**src/adcseq_pkg.sv**
```systemverilog
// Constants and carrier types for the conversion sequencer
package adcseq_pkg;

  localparam int ADDR_W = 3;
  localparam int DATA_W = 8;
  localparam int RES_W = 12;
  localparam int DIV_CNT_W = 7;

  // Register offsets
  localparam logic [ADDR_W-1:0] ADDR_CTRL_A = 3'h0;
  localparam logic [ADDR_W-1:0] ADDR_CTRL_B = 3'h1;
  localparam logic [ADDR_W-1:0] ADDR_CTRL_C = 3'h2;
  localparam logic [ADDR_W-1:0] ADDR_RES_HI = 3'h3;
  localparam logic [ADDR_W-1:0] ADDR_RES_LO = 3'h4;
  localparam logic [ADDR_W-1:0] ADDR_IRQ = 3'h5;

  // Field positions
  localparam int CA_START = 7;
  localparam int CA_BUSY = 6;
  localparam int CA_POWER = 5;
  localparam int CA_ALIGN = 4;
  localparam int CB_DIV_LSB = 0;
  localparam int CB_REF_LSB = 4;
  localparam int CC_CHAN_LSB = 0;
  localparam int CC_SRC_LSB = 5;
  localparam int IRQ_GIE = 0;
  localparam int IRQ_CIE = 1;
  localparam int IRQ_FLAG = 2;

  // Reset values
  localparam logic [2:0] RST_DIV = 3'h0;
  localparam logic [1:0] RST_REF = 2'h0;
  localparam logic [2:0] RST_SRC = 3'h0;
  localparam logic [4:0] RST_CHAN = 5'h00;
  localparam logic [RES_W-1:0] RST_RESULT = 12'h000;

  // Selection encodings
  localparam logic [1:0] REF_SUPPLY = 2'h1;
  localparam logic [2:0] SRC_EXT = 3'h0;
  localparam logic [2:0] SRC_BANDGAP = 3'h1;
  localparam logic [2:0] SRC_EXT_ALT_MIN = 3'h5;
  localparam logic [4:0] CHAN_NONE_MIN = 5'h18;

  // Conversion timing in converter clock periods
  localparam logic [3:0] SAMPLE_CLKS = 4'h4;
  localparam logic [3:0] CONV_CLKS = 4'hC;
  localparam logic [4:0] TOTAL_CLKS = 5'h10;

  // Code scale
  localparam logic [RES_W-1:0] FULL_SCALE = 12'h0FFF;
  localparam logic [RES_W-1:0] SAR_MSB = 12'h0800;
  localparam int CODE_STEPS = 4096;

  typedef struct packed {
    logic [ADDR_W-1:0] addr;
    logic [DATA_W-1:0] wdata;
    logic we;
    logic re;
  } adcseq_bus_req_t;

  typedef struct packed {
    logic power_en;
    logic sample_en;
    logic ref_from_supply;
    logic bandgap_sel;
    logic ext_channel_en;
    logic [4:0] channel_sel;
    logic [2:0] internal_source_sel;
    logic [RES_W-1:0] dac_code;
  } adcseq_analog_t;

endpackage : adcseq_pkg

```
**src/adcseq_clkdiv.sv**
```systemverilog
// Converter clock divider producing one tick per converter clock period
`timescale 1ns/1ps
module adcseq_clkdiv (
  input wire logic clk_sys,
  input wire logic rst,
  input wire logic ce,
  input wire logic clear,
  input wire logic [2:0] conv_clock_div_sel,
  output logic tick
);
  import adcseq_pkg::*;

  typedef struct packed {
    logic [DIV_CNT_W-1:0] cnt;
    logic tick;
  } adcseq_div_state_t;

  adcseq_div_state_t s;
  adcseq_div_state_t next_s;
  logic [DIV_CNT_W-1:0] term;

  // Period is two to the power of the select field
  always_comb begin
    next_s = s;
    term = DIV_CNT_W'((8'h01 << conv_clock_div_sel) - 8'h01);
    if (clear) begin
      next_s.cnt = '0;
      next_s.tick = 1'b0;
    end else if (s.cnt == term) begin
      next_s.cnt = '0;
      next_s.tick = 1'b1;
    end else begin
      next_s.cnt = DIV_CNT_W'(s.cnt + 7'h01);
      next_s.tick = 1'b0;
    end
  end

  always_ff @(posedge clk_sys) begin
    if (rst) begin
      s <= '0;
    end else if (ce) begin
      s <= next_s;
    end
  end

  assign tick = s.tick;

endmodule : adcseq_clkdiv

```
**src/adcseq_top.sv**
```systemverilog
// Conversion sequencer for a 12-bit successive-approximation converter
// Summary of operation
// - Sample four periods, then twelve approximation periods
// - Conversion runs on its own once started
// - Converter runs only while power enable set
// - Power enable low powers analog circuits down
// - Align bit places result in two bytes
// - Start high holds reset; low begins conversion
// - Busy flag high throughout conversion
// - Completion clears busy, result bytes valid
// - Unsigned code, full scale 0FFF equals reference
// - One step is reference over 4096
// - Reference from supply only for select 01
// - Source 001 with unused channel picks bandgap
//
// Local design decisions: the register offsets and strobed register access.
`timescale 1ns/1ps
module adcseq_top (
  input wire logic clk_sys,
  input wire logic rst,
  input wire logic ce,
  input wire adcseq_pkg::adcseq_bus_req_t bus,
  output logic [adcseq_pkg::DATA_W-1:0] rdata,
  input wire logic cmp_above,
  output adcseq_pkg::adcseq_analog_t analog,
  output logic conv_busy_flag,
  output logic conv_irq_req
);
  import adcseq_pkg::*;

  typedef enum logic [1:0] {ST_IDLE, ST_HOLD, ST_SAMPLE, ST_CONVERT} adcseq_st_t;

  typedef struct packed {
    adcseq_st_t st;
    logic start;
    logic power;
    logic align;
    logic [2:0] div;
    logic [1:0] refs;
    logic [2:0] src;
    logic [4:0] chan;
    logic gie;
    logic cie;
    logic flag;
    logic [RES_W-1:0] sar;
    logic [RES_W-1:0] mask;
    logic [RES_W-1:0] result;
    logic [3:0] cnt;
    logic done;
    logic [DATA_W-1:0] rdata;
  } adcseq_state_t;

  adcseq_state_t s;
  adcseq_state_t next_s;
  logic tick;
  logic busy;
  logic div_clear;
  logic wr_a;
  logic start_fall;
  logic [RES_W-1:0] decided;
  logic [DATA_W-1:0] res_hi;
  logic [DATA_W-1:0] res_lo;

  ////////////////////////////////////////////////////////////////////////////
  // Converter clock

  assign busy = (s.st == ST_SAMPLE) || (s.st == ST_CONVERT);
  assign div_clear = !busy;

  adcseq_clkdiv u_div (
    .clk_sys(clk_sys),
    .rst(rst),
    .ce(ce),
    .clear(div_clear),
    .conv_clock_div_sel(s.div),
    .tick(tick)
  );

  ////////////////////////////////////////////////////////////////////////////
  // Result byte alignment

  always_comb begin
    if (s.align) begin
      res_hi = {4'h0, s.result[11:8]};
      res_lo = s.result[7:0];
    end else begin
      res_hi = s.result[11:4];
      res_lo = {s.result[3:0], 4'h0};
    end
  end

  ////////////////////////////////////////////////////////////////////////////
  // Next state

  assign wr_a = bus.we && (bus.addr == ADDR_CTRL_A);
  assign start_fall = wr_a && s.start && !bus.wdata[CA_START];
  // Keep the trial bit only if input is at or above the trial code
  assign decided = cmp_above ? s.sar : (s.sar & ~s.mask);

  always_comb begin
    next_s = s;
    next_s.done = 1'b0;
    next_s.rdata = '0;
    // Register writes
    if (wr_a) begin
      next_s.start = bus.wdata[CA_START];
      next_s.power = bus.wdata[CA_POWER];
      next_s.align = bus.wdata[CA_ALIGN];
    end
    if (bus.we && (bus.addr == ADDR_CTRL_B)) begin
      next_s.div = bus.wdata[CB_DIV_LSB +: 3];
      next_s.refs = bus.wdata[CB_REF_LSB +: 2];
    end
    if (bus.we && (bus.addr == ADDR_CTRL_C)) begin
      next_s.chan = bus.wdata[CC_CHAN_LSB +: 5];
      next_s.src = bus.wdata[CC_SRC_LSB +: 3];
    end
    if (bus.we && (bus.addr == ADDR_IRQ)) begin
      next_s.gie = bus.wdata[IRQ_GIE];
      next_s.cie = bus.wdata[IRQ_CIE];
      // Writing zero clears; writing one leaves it
      next_s.flag = s.flag & bus.wdata[IRQ_FLAG];
    end
    // Sequencer
    case (s.st)
      ST_IDLE, ST_HOLD: begin
        if (start_fall && next_s.power) begin
          next_s.st = ST_SAMPLE;
          next_s.cnt = 4'h0;
        end else begin
          next_s.st = ST_IDLE;
        end
      end
      ST_SAMPLE: begin
        if (tick) begin
          if (s.cnt == SAMPLE_CLKS - 4'h1) begin
            next_s.st = ST_CONVERT;
            next_s.cnt = 4'h0;
            next_s.sar = SAR_MSB;
            next_s.mask = SAR_MSB;
          end else begin
            next_s.cnt = 4'(s.cnt + 4'h1);
          end
        end
      end
      ST_CONVERT: begin
        if (tick) begin
          next_s.mask = s.mask >> 1;
          next_s.sar = decided | (s.mask >> 1);
          next_s.cnt = 4'(s.cnt + 4'h1);
          if (s.cnt == CONV_CLKS - 4'h1) begin
            next_s.st = ST_IDLE;
            next_s.result = decided;
            next_s.done = 1'b1;
          end
        end
      end
      default: begin
        next_s.st = ST_IDLE;
      end
    endcase
    // Start held high keeps the converter in reset
    if (next_s.start) begin
      next_s.st = ST_HOLD;
    end
    // Power off aborts any conversion
    if (!next_s.power) begin
      next_s.st = ST_IDLE;
    end
    // Completion wins over a clear in the same cycle
    if (next_s.done) begin
      next_s.flag = 1'b1;
    end
    // Registered read data, valid only the cycle after the strobe
    if (bus.re) begin
      case (bus.addr)
        ADDR_CTRL_A: next_s.rdata = {s.start, busy, s.power, s.align, 4'h0};
        ADDR_CTRL_B: next_s.rdata = {2'h0, s.refs, 1'b0, s.div};
        ADDR_CTRL_C: next_s.rdata = {s.src, s.chan};
        ADDR_RES_HI: next_s.rdata = res_hi;
        ADDR_RES_LO: next_s.rdata = res_lo;
        ADDR_IRQ: next_s.rdata = {5'h00, s.flag, s.cie, s.gie};
        default: next_s.rdata = '0;
      endcase
    end
  end

  always_ff @(posedge clk_sys) begin
    if (rst) begin
      s <= '0;
      s.st <= ST_IDLE;
      s.div <= RST_DIV;
      s.refs <= RST_REF;
      s.src <= RST_SRC;
      s.chan <= RST_CHAN;
      s.result <= RST_RESULT;
    end else if (ce) begin
      s <= next_s;
    end
  end

  ////////////////////////////////////////////////////////////////////////////
  // Outputs

  always_comb begin
    analog.power_en = s.power;
    analog.sample_en = (s.st == ST_SAMPLE);
    analog.ref_from_supply = (s.refs == REF_SUPPLY);
    analog.bandgap_sel = (s.src == SRC_BANDGAP) && (s.chan >= CHAN_NONE_MIN);
    analog.ext_channel_en = (s.chan < CHAN_NONE_MIN) && ((s.src == SRC_EXT) || (s.src >= SRC_EXT_ALT_MIN));
    analog.channel_sel = s.chan;
    analog.internal_source_sel = s.src;
    analog.dac_code = (s.st == ST_CONVERT) ? s.sar : '0;
  end

  assign rdata = s.rdata;
  assign conv_busy_flag = busy;
  assign conv_irq_req = s.flag && s.cie && s.gie;

  ////////////////////////////////////////////////////////////////////////////
  // Checks

  logic [4:0] tick_seen;

  // Converter periods elapsed since the conversion began
  always_ff @(posedge clk_sys) begin
    if (rst) begin
      tick_seen <= 5'h00;
    end else if (ce) begin
      if (!busy) begin
        tick_seen <= 5'h00;
      end else if (tick) begin
        tick_seen <= 5'(tick_seen + 5'h01);
      end
    end
  end

  logic [RES_W-1:0] dec_log;

  // Comparator decisions, first one in the top bit
  always_ff @(posedge clk_sys) begin
    if (rst) begin
      dec_log <= RST_RESULT;
    end else if (ce && tick && (s.st == ST_CONVERT)) begin
      dec_log <= {dec_log[RES_W-2:0], cmp_above};
    end
  end
endmodule : adcseq_top

```
**config.mk**
```make
export PLATFORM = sky130hd
export DESIGN_NAME = adcseq_top
export DESIGN_NICKNAME = d
export VERILOG_FILES = /design/src/adcseq_pkg.sv /design/src/adcseq_clkdiv.sv /design/src/adcseq_top.sv
export SDC_FILE = /design/constraint.sdc
export NUM_CORES = 1
export LEC_CHECK = 0
export BUFFER_PORTS_ARGS = -buffer_cell sky130_fd_sc_hd__buf_2
export CORE_MARGIN = 2
export CORE_UTILIZATION = 50
export DETAILED_ROUTE_END_ITERATION = 10
export HOLD_SLACK_MARGIN = 0.15
export PLACE_DENSITY = 0.71
export SYNTH_ARGS = -nofsm -noshare
export SYNTH_HDL_FRONTEND = slang
export SYNTH_SLANG_ARGS = --single-unit
```
**constraint.sdc**
```tcl
create_clock -name clk_sys -period 2.3 [get_ports clk_sys]
set_input_delay 0.46 -clock clk_sys [delete_from_list [all_inputs] [get_ports clk_sys]]
set_output_delay 0.46 -clock clk_sys [all_outputs]
set_load 0.01 [all_outputs]
```
==> Yosys cells after proc, flatten, opt, wreduce, memory -nomap -nowiden <==
Index checks and enable logic that the tools add are counted.
W data, S select, Z words.
{ "word_totals": {"rom_bits": 0, "inputBits": 17, "latchBits": 0, "memories": 0, "ramBits": 0, "ff_bits": 77} }
{ "op_classes": {"n_lt_le_gt_ge": 3, "n_div": 0, "muxes": 30, "eq_ne": 21, "multipliers": 0, "addsub": 3, "reduce_logical": 29, "shifts": 1, "bitwise": 4} }
{ "op_table": {"columns": ["cell", "count"], "rows": [
  ["$mux W24", 2],
  ["$pmux W24 S2", 1],
  ["$pmux W8 S6", 1],
  ["$mux W41", 1],
  ["$mux W8", 5],
  ["$mux W12", 3],
  ["$mux W2", 7],
  ["$and A12 B12 Y12", 1],
  ["$mux W4", 3],
  ["$not A12 Y12", 1],
  ["$or A12 B11 Y12", 1],
  ["$pmux W4 S3", 1],
  ["$logic_and A1 B1 Y1", 11],
  ["$reduce_and A2 Y1", 5],
  ["$reduce_and A5 Y1", 2],
  ["$ne A4 B2 Y1 const B", 2],
  ["$ne A4 B3 Y1 const B", 2],
  ["$reduce_and A4 Y1", 2],
  ["$add A7 B1 Y7 const B", 1],
  ["$eq A7 B7 Y1", 1],
  ["$shl A1 B3 Y7 const A", 1],
  ["$sub A7 B1 Y7 const B", 1],
  ["$eq A3 B1 Y1 const B", 2],
  ["$eq A3 B2 Y1 const B", 2],
  ["other kinds (21)", 32]
]} }

==> Logic depth before layout (Yosys ltp) <==
Gate-level depths: netlist of run 1.
{ "logic_depth": {"depth_word": 9, "depth_mapped": 7} }

==> By module <==
Synthesis of run 1 repeated with hierarchy kept, for this count alone.
{ "hier_totals": {"cells_unflattened": 480, "hier_area_um2": 3958.8} }
{ "by_module_without_submodules": {"columns": ["module", "cells_per_inst", "seq_area_each_um2", "area_each_um2", "n_inst"], "rows": [
  ["adcseq_top", 409, 1381.3, 3418.3, 1],
  ["adcseq_clkdiv", 71, 160.2, 540.5, 1]
]} }

==> Worst setup path after synthesis of run 1 <==
OpenSTA, ideal clock, no wires.
{ "synth_path": {"kind": "input port to flip-flop", "from": "input port bus[11] (netlist name)", "to": "register s[10] (netlist name)", "setup_time_ps": 70, "n_path_buf": 0, "required_ps": 2230, "cell_stages": 5, "t_arrival_ps": 1823, "path_slack_ps": 407, "path_cell_list": "nor4b_4 nand4b_1 a21o_1 or4b_1 a21oi_1"} }
{ "synth_between": {"elab_chain_cells": 7, "elab_cells_between_ends": 8} }
{ "synth_lines": {"columns": ["item", "line_no", "source"], "rows": [
  ["start, declared", "adcseq_top.sv:22", "input wire adcseq_pkg::adcseq_bus_req_t bus,"],
  ["$logic_not A3 Y1 *", "adcseq_top.sv:95", "assign wr_a = bus.we && (bus.addr == ADDR_CTRL_A);"],
  ["$logic_and A1 B1 Y1 *", "adcseq_top.sv:95", null],
  ["$logic_and A1 B1 Y1 (2 in series)", "adcseq_top.sv:96", "assign start_fall = wr_a && s.start && !bus.wdata[CA_START];"],
  ["$logic_and A1 B1 Y1 *", "adcseq_top.sv:127", "if (start_fall && next_s.power) begin"],
  ["$ne A2 B2 Y1 (no line) *", null, null],
  ["$reduce_and A4 Y1 (no line) *", null, null],
  ["end signal, assigned", "adcseq_top.sv:198", "s <= next_s;"],
  ["end, declared", "adcseq_top.sv:53", "adcseq_state_t s;"]
]} }
Mark *: on every way between the ends. The rest lies on a longest branch, timed or not.
A chain may end at the register's enable or synchronous reset.

==> run summary, run 1 <==
The run finished with clean final reports. The Yosys warning count came out at 0. In this run the tool buffered the top-level ports with 51 buffer cells. The die covers 8680 µm². The clock root buffer master is sky130_fd_sc_hd__clkbuf_8. CTS built an H-tree with a depth of 3.

The register bit count reported by yosys is 77. For the worst setup path, the data arrival time is 1.64 ns. The number of top-level pins is 52. The worst register-to-register path has a setup slack of 0.34 ns. The number of nets in the final layout came out at 551.

At the pin with the least slew margin, the transition time is 0.6397 ns. The fraction of layout cells with a size suffix above 1 is 0.1732. In this run the post-CTS setup repair buffer count came out at 0.

The standby leakage power is 0.001712 µW. The detailed router finished its first iteration with 329 violations. The maximum buffer depth of the clock tree came out at 2. The worst path in the final design needs a cycle of 2.097 ns, including I/O delays and setup. The clock latency reported for the late side of the worst-skew pair came out at 0.35 ns.

The total wire length is 9667 µm. The highest clock frequency the design can meet came out at 476.8 MHz. Synthesis produced a netlist whose cell count is 505. In the finished design, the share of the clock period the worst path needs comes to 0.9119. The post-synthesis compound-gate area fraction came out at 0.1974. Between clock sinks in the finished design, the worst skew comes to 0.01487 ns. The count of distinct cell types in the synthesized netlist came out at 57. The post-synthesis cell area is 3975 µm². The count of cells along the worst register-to-register path came out at 5. Of all cell types, the one taking the most synthesized area is sky130_fd_sc_hd__dfxtp_1. The last weighted congestion value of the routability-driven placer came out at 0.9133. The detailed placer's ending HPWL came out at 6772 µm. The total global-route track usage is 0.2293. The final antenna-violating net count is 0.

The via density per instance is 5.754. TritonCTS built the clock tree. The final-layout worst hold slack came out at 0.3542 ns.

After synthesis, the share of cell area in mux cells is 0.06830. The maximum resistive drop on vdd came out at 0.4470 mV. The total number of clock tree sinks came out at 77. The starting utilization of the core area came out at 0.5144. Of the synthesized area, sequential elements account for 0.3878. The number of hold buffers added after cts came out at 0.

The most critical setup path has its endpoint at analog[23]. The mean post-synth cell area is 7.871 µm². The number of setup violations in the final report came out at 0. The count of final hold-check violations is 0.

After synthesis, the largest family of logic cells by area is simple AND/OR/NAND/NOR gates. Setup repair after global routing left no endpoint under its margin. Summing over every cut layer, the via total after detailed routing is 3677. The total power divided by cell area came out at 576.7 nW/µm².

The number of antenna violations at the first check in global routing is 0. The post-CTS resize count is 0. The number of global-route vias before repair came out at 3292. The async set-reset flop share out of synthesis is 0. The average wire length per cell after detail routing came out at 15.13 µm.

The number of search-and-repair iterations in the first detailed-routing pass came out at 5. The startpoint identified for the worst register-to-register timing path is s[62]. The number of core rows came out at 32. The post-synthesis net count is 524. The worst setup path is of the reg -> out kind. Of the total synthesized cell area, the portion taken by AND, OR, NAND and NOR gates is 0.2562.

The headroom to the max-slew limit came out at 0.5735. The global-route wire length before repair is 16040 µm. The max capacitance violation total is 0. The worst setup path is launched from a register. The parity-gate share of the synthesized area counting xor and xnor cells is 0.004407.

The number of antenna diodes in the final layout is 0. The remaining design rule violation count is 0. The fraction of the mapped netlist area in adder cells came out at 0.006295. The floorplan die height came out at 93.17 µm. The total core area is 7727 µm². The horizontal extent of the die came out at 93.17 µm. Sorting the synthesized cells by how often they occur yields 78 x sky130_fd_sc_hd__nand2_1, 77 x sky130_fd_sc_hd__dfxtp_1, 59 x sky130_fd_sc_hd__a21oi_1. The maximum fanout along the worst path came out at 16. The startpoint identified for the worst hold timing path is bus[8].

The signed area change from the synthesized netlist to the final layout is 11.21%. The portion of synthesized cell area occupied by the leading cell type came out at 0.3878. The path class of the tightest hold or removal check is in -> reg. In the post-synthesis netlist, the cell with the most instances is sky130_fd_sc_hd__nand2_1. The total negative slack for setup checks came out at 0 ns. Summed over all layers, the global routing overflow is 0. The CTS clock-pin slew for the worst setup and hold paths came out at 0.09 ns. The data required time of the critical path is 1.84 ns. The most critical setup path has its startpoint at s[69]. After synthesis, the cell types taking the most area are sky130_fd_sc_hd__dfxtp_1 39%, sky130_fd_sc_hd__a21oi_1 7.4%, sky130_fd_sc_hd__nand2_1 7.4%, sky130_fd_sc_hd__mux2i_1 6.5%, sky130_fd_sc_hd__o21ai_0 3.5%. The number of synthesized flops with an enable pin is 0. In the synthesized netlist the dominant register cell turns out to be sky130_fd_sc_hd__dfxtp_1. The worst setup path is captured at an output port. The worst register-to-register path ends at u_div.tick. Entering global routing, the biggest net connects 55 pins.

The count of filler cells inserted in the layout came out at 758. The count of pins over their slew limit was 0. The total CTS buffers is 9.
[power by group]
part,total (µW),internal [µW],switching [µW]
Combinational,151,52.9,98.3
Clock,1050,514,536
Sequential,1350,1340,11.0
[worst min-delay path by stage]
stage / slack [ns] / cells after the start / to
after floorplan: 0.43 / 2 / s[21]
after global placement: 0.44 / 2 / s[21]
after detailed placement: 0.45 / 2 / s[24]
after CTS: 0.33 / 3 / analog[13]
after global routing: 0.36 / 3 / analog[13]
final: 0.35 / 3 / analog[13]
[logic make-up after synthesis]
group                    Yosys count
adder cells (fa/ha/maj)            2
multiplexers                      27
AO/OA/AOI/OAI                    132
buffers and inverters             64
AND/OR/NAND/NOR                  201
flip-flops                        77
XOR/XNOR                           2
[per-layer routing]
layer | track usage | up-vias | wire length, µm | part of all wire
li1 | - | 1823 | - | -
met1 | 0.3190 | 1734 | 4524 | 0.47
met2 | 0.3593 | 107 | 4535 | 0.47
met3 | 0.03948 | 13 | 457 | 0.047
met4 | 0.08088 | 0 | 149 | 0.015
met5 | 0 | - | 0 | 0
[per-stage QoR]
step	cell area, µm²	instances	utilization	setup WS, ns	power (µW)
3_5_place_dp	4222	623	0.5463	0.2419	1530
5_1_grt	4420	639	0.5721	0.1133	2633
2_1_floorplan	3975	505	-	0.4069	1472
3_3_place_gp	4222	623	0.5463	0.2699	1528
6_report	4420	639	0.5721	0.2027	2549
4_1_cts	4420	639	0.5721	0.1744	2569
[area by class of cell]
| class | count | area [µm²] | share of cell area |
|---|---|---|---|
| multi-input combinational | 364 | 2117 | 0.4789 |
| sequential | 77 | 1541 | 0.3487 |
| timing repair buffer | 70 | 397.9 | 0.09001 |
| clock buffer | 10 | 127.6 | 0.02887 |
| tap | 102 | 127.6 | 0.02887 |
| clock inverter | 6 | 71.32 | 0.01613 |
| inverter | 10 | 37.54 | 0.008491 |
[critical path, stage by stage (launching register included)]
cell,delay [ns]
sky130_fd_sc_hd__dfxtp_1,0.66
sky130_fd_sc_hd__buf_4,0.31
sky130_fd_sc_hd__nand2_1,0.14
sky130_fd_sc_hd__inv_1,0.07
sky130_fd_sc_hd__buf_2,0.12
[cells in the final DEF, fill, tap and decap left out, types with 7 or more instances in the layout]
cell	Yosys	routed
sky130_fd_sc_hd__a21oi_1	59	59
sky130_fd_sc_hd__a22oi_1	10	10
sky130_fd_sc_hd__and3_1	17	17
sky130_fd_sc_hd__buf_2	1	51
sky130_fd_sc_hd__buf_4	18	19
sky130_fd_sc_hd__clkbuf_8	0	9
sky130_fd_sc_hd__dfxtp_1	77	77
sky130_fd_sc_hd__inv_1	10	10
sky130_fd_sc_hd__mux2i_1	26	26
sky130_fd_sc_hd__nand2_1	78	78
sky130_fd_sc_hd__nand3_1	20	20
sky130_fd_sc_hd__nor2_1	34	34
sky130_fd_sc_hd__nor2b_1	12	12
sky130_fd_sc_hd__o21ai_0	28	28
sky130_fd_sc_hd__o22ai_1	7	7
[flip-flops by register name (all words and copies together), names as in the netlist]
signal      flops
rdata           8
u_div.s         7
u_div.tick      1
s              52
analog          9
Power figures use the tool's default switching activity.
==> inputs of run 2 (changes only) <==
--- a/config.mk
+++ b/config.mk
@@ -5,6 +5,7 @@
 export SDC_FILE = /design/constraint.sdc
 export NUM_CORES = 1
 export LEC_CHECK = 0
+export ABC_AREA = 1
 export BUFFER_PORTS_ARGS = -buffer_cell sky130_fd_sc_hd__buf_2
 export CORE_MARGIN = 2
 export CORE_UTILIZATION = 50
==> run 2 against run 1 <==
Combinational power up 9%. Non-clock buffer count fell by 15. Sequential share of layout area decreased by 0.098 points. Area after synthesis is 1.5% higher. Sequential cell count is the same. Sequential power about the same. Critical path depth fell by 1. Cell area up 0.28%. Critical endpoint is now analog[0]. Largest power group unchanged.
==> run summary, run 2 <==
The final worst-path setup slack is 0.3992 ns. The number of synthesized flops with an enable pin is 0. The most used flip-flop cell after synthesis is sky130_fd_sc_hd__dfxtp_1. The H-tree depth is 3. Walking the worst path, the cells encountered are nand2_2 -> nor2_1 -> buf_2.

The minimum clock period is 1.901 ns. The CTS clock-pin slew for the worst setup and hold paths came out at 0.09 ns. Ranked by flip-flop count, first place goes to s.

The number of global-route vias before repair came to 3581. In this run the cell area of the synthesized design comes to 4034 µm². Synthesis handed over a netlist of 590 instances. The number of core rows is 32. Clock skew on the completed layout was measured at 0.01904 ns. Dividing the detail-routed wire length by the instance count gives 13.62 µm.

The floorplan step set the die height to 93.82 µm. The source of the critical timing path is s[69]. After detailed routing, the number of remaining DRC violations is 0. The number of antenna violations at the first check in global routing is 0. The post-CTS setup repair buffer count is 0.

The worst pin sits at a relative slew slack of 0.7070. The number of top-level pins came out at 52. The Yosys warning count came out at 0. The starting utilization of the core area is 0.5193. STA classifies the critical path startpoint as a register. The mean post-synth cell area came out at 6.837 µm². The fraction of layout cells with a size suffix above 1 is 0.1661. Setup violations remaining at the end of the flow were counted as 0. The type of destination of the critical path is an output port. The library cell used most frequently in the layout, excluding fill and tap cells, is sky130_fd_sc_hd__nand2_1. The count of final hold-check violations came out at 0. The run finished with clean final reports.

The count of pins over their slew limit was 0. Counting cells, the worst reg-to-reg path comes to 7. The sequential cells in the finished layout cover a total of 1541 µm². Counting the fill cells in the layout gives 778. The leftover overflow at the end of global routing is 0. The critical path ends at analog[0].

The final antenna-violating net count is 0. Synthesis inferred 77 register bits. In this run the worst path has a maximum fanout of 15. The detailed placer's ending HPWL is 7093 µm.

In the global route stage, overall resource usage came out at 0.2350. The highest clock frequency the design can meet is 526.1 MHz. Counting every net in the synthesized netlist gives 609. The data required time of the critical path came out at 1.84 ns. The total CTS buffers is 9. The number of nets in the final layout came out at 634. In the routed layout, each cell is associated on average with a via count of 5.342. Before CTS, the worst setup slack after placement is 0.5740 ns. The startpoint-to-endpoint class of the critical path is reg -> out.

The total number of clock tree sinks is 77. The total power divided by cell area is 588.0 nW/µm². The routed via count is 3857.

The count of distinct cell types in the synthesized netlist came out at 36. Setup slack on the worst reg-to-reg path comes out at 0.57 ns. The startpoint identified for the worst register-to-register timing path is s[65]. The total negative slack for setup checks is 0 ns. The global-route wire length before repair is 16680 µm.

The last weighted congestion value of the routability-driven placer came out at 0.9296. For this run, the register share of the synthesized area comes to 0.3821. The cell with the most instances after synthesis is sky130_fd_sc_hd__nand2_1.

The number of buffers inserted by port buffering came out at 51. The async set-reset flop share out of synthesis came out at 0. The top cell types in the final layout, fill and taps aside, are 116 x sky130_fd_sc_hd__nand2_1, 81 x sky130_fd_sc_hd__a21oi_1, 77 x sky130_fd_sc_hd__dfxtp_1, 62 x sky130_fd_sc_hd__inv_1, 54 x sky130_fd_sc_hd__nor2_1. The post-CTS resize count is 0. The delay of the slowest cell on the worst path is 0.47 ns.

Grouping stages by cell kind, the critical path spends the most delay in flip-flops. The hold path depth is 3. The largest individual stage delay along the critical path comes from the cell sky130_fd_sc_hd__dfxtp_1. The diode insertion count for antenna repair is 0. Summing all multi-input logic gate instances after layout gives 1987 µm². For this block, the initial DRC count from the detailed router was 224. The standby leakage power came out at 0.001858 µW. The total wire length came out at 9836 µm.

The tool flagged a number of max-cap violations equal to 0. The number of flip-flops in the largest register came out at 52. The tightest min-delay check is of the in -> reg type.

The portion of synthesized cell area occupied by the leading cell type came out at 0.3821. The number of search-and-repair iterations in the first detailed-routing pass came out at 5. Sorting the synthesized cells by how often they occur yields 116 x sky130_fd_sc_hd__nand2_1, 81 x sky130_fd_sc_hd__a21oi_1, 77 x sky130_fd_sc_hd__dfxtp_1. Setup repair after global routing left no endpoint under its margin. The number of hold buffers added after cts is 0.

The transition time of the tightest slew-check pin is 0.4395 ns. The clock latency reported for the late side of the worst-skew pair came out at 0.36 ns. Entering global routing, the biggest net connects 48 pins. After synthesis, the cell types taking the most area are sky130_fd_sc_hd__dfxtp_1 38%, sky130_fd_sc_hd__nand2_1 11%, sky130_fd_sc_hd__a21oi_1 10%, sky130_fd_sc_hd__inv_1 5.8%, sky130_fd_sc_hd__o21ai_0 5.7%. The die is 93.82 µm wide. In this run the standard cell core region covers 7767 µm². The die footprint is 8802 µm².

VDD sags by at most 0.3013 mV. The signed area change from the synthesized netlist to the final layout came out at 9.894%. Counting both buffers and inverters, the worst setup path holds a total of 1.

The final worst-path cycle share came out at 0.8264. The critical path depth in cells is 3. The data arrival time of the critical path is 1.44 ns. TritonCTS built the clock tree. sky130_fd_sc_hd__dfxtp_1 takes more of the synthesized area than any other cell. The root buffer cell chosen for the clock tree is sky130_fd_sc_hd__clkbuf_8. The maximum buffer depth of the clock tree is 2. The capture instance of the worst register-to-register path is rdata[7].
run 2: routing by layer:
layer | wire, µm | up-vias | GRT usage | part of all wire
met5 | 0 | - | 0 | 0
li1 | - | 1969 | - | -
met4 | 162 | 0 | 0.07609 | 0.016
met2 | 4539 | 113 | 0.3857 | 0.46
met3 | 577 | 14 | 0.03451 | 0.059
met1 | 4557 | 1761 | 0.3178 | 0.46
run 2: cell type report:
type / instances / share of cell area
Tap cell: 102 / 0.02879
Clock inverter: 6 / 0.01581
Inverter: 72 / 0.06125
Clock buffer: 10 / 0.03105
Multi-Input combinational cell: 400 / 0.4482
Sequential cell: 77 / 0.3477
Timing Repair Buffer: 55 / 0.06717
run 2: tightest hold or removal path, stage by stage:
cell and delay (ns):
sky130_fd_sc_hd__buf_2 0.07, sky130_fd_sc_hd__nor2_1 0.04, sky130_fd_sc_hd__nor2_1 0.08
run 2: where the power goes:
| part | total (µW) | internal, µW | leakage, µW | switching (µW) |
|---|---|---|---|---|
| combinational | 164 | 46.6 | 0.00113 | 117 |
| clock | 1090 | 539 | 0.000107 | 548 |
| sequential | 1360 | 1340 | 0.000621 | 13.7 |
run 2: cells by family after synthesis:
logic type               count (synthesis)  synth area share
AO/OA/AOI/OAI                          165            0.2311
XOR/XNOR                                 6           0.01303
adder cells (fa/ha/maj)                  2          0.006202
buffers and inverters                  113            0.1265
flip-flops                              77            0.3821
AND/OR/NAND/NOR                        227            0.2410
run 2: per-stage QoR:
stage          cells  cell area, µm²    util  power, µW  hold WS (ns)
2_1_floorplan    590            4034       -       1494        0.4411
3_3_place_gp     706            4225  0.5440       1547        0.4536
4_1_cts          722            4433  0.5707       2617        0.3224
6_report         722            4433  0.5707       2607        0.3280
3_5_place_dp     706            4225  0.5440       1549        0.4555
5_1_grt          722            4433  0.5707       2698        0.3434
run 2: worst min path at each step:
stage | endpoint | start
after global placement | s[37] | s[37]
after detailed placement | rdata[1] | rdata[1]
after global routing | analog[13] | bus[8]
after CTS | analog[18] | bus[5]
final | analog[18] | bus[5]
after floorplan | s[48] | s[48]
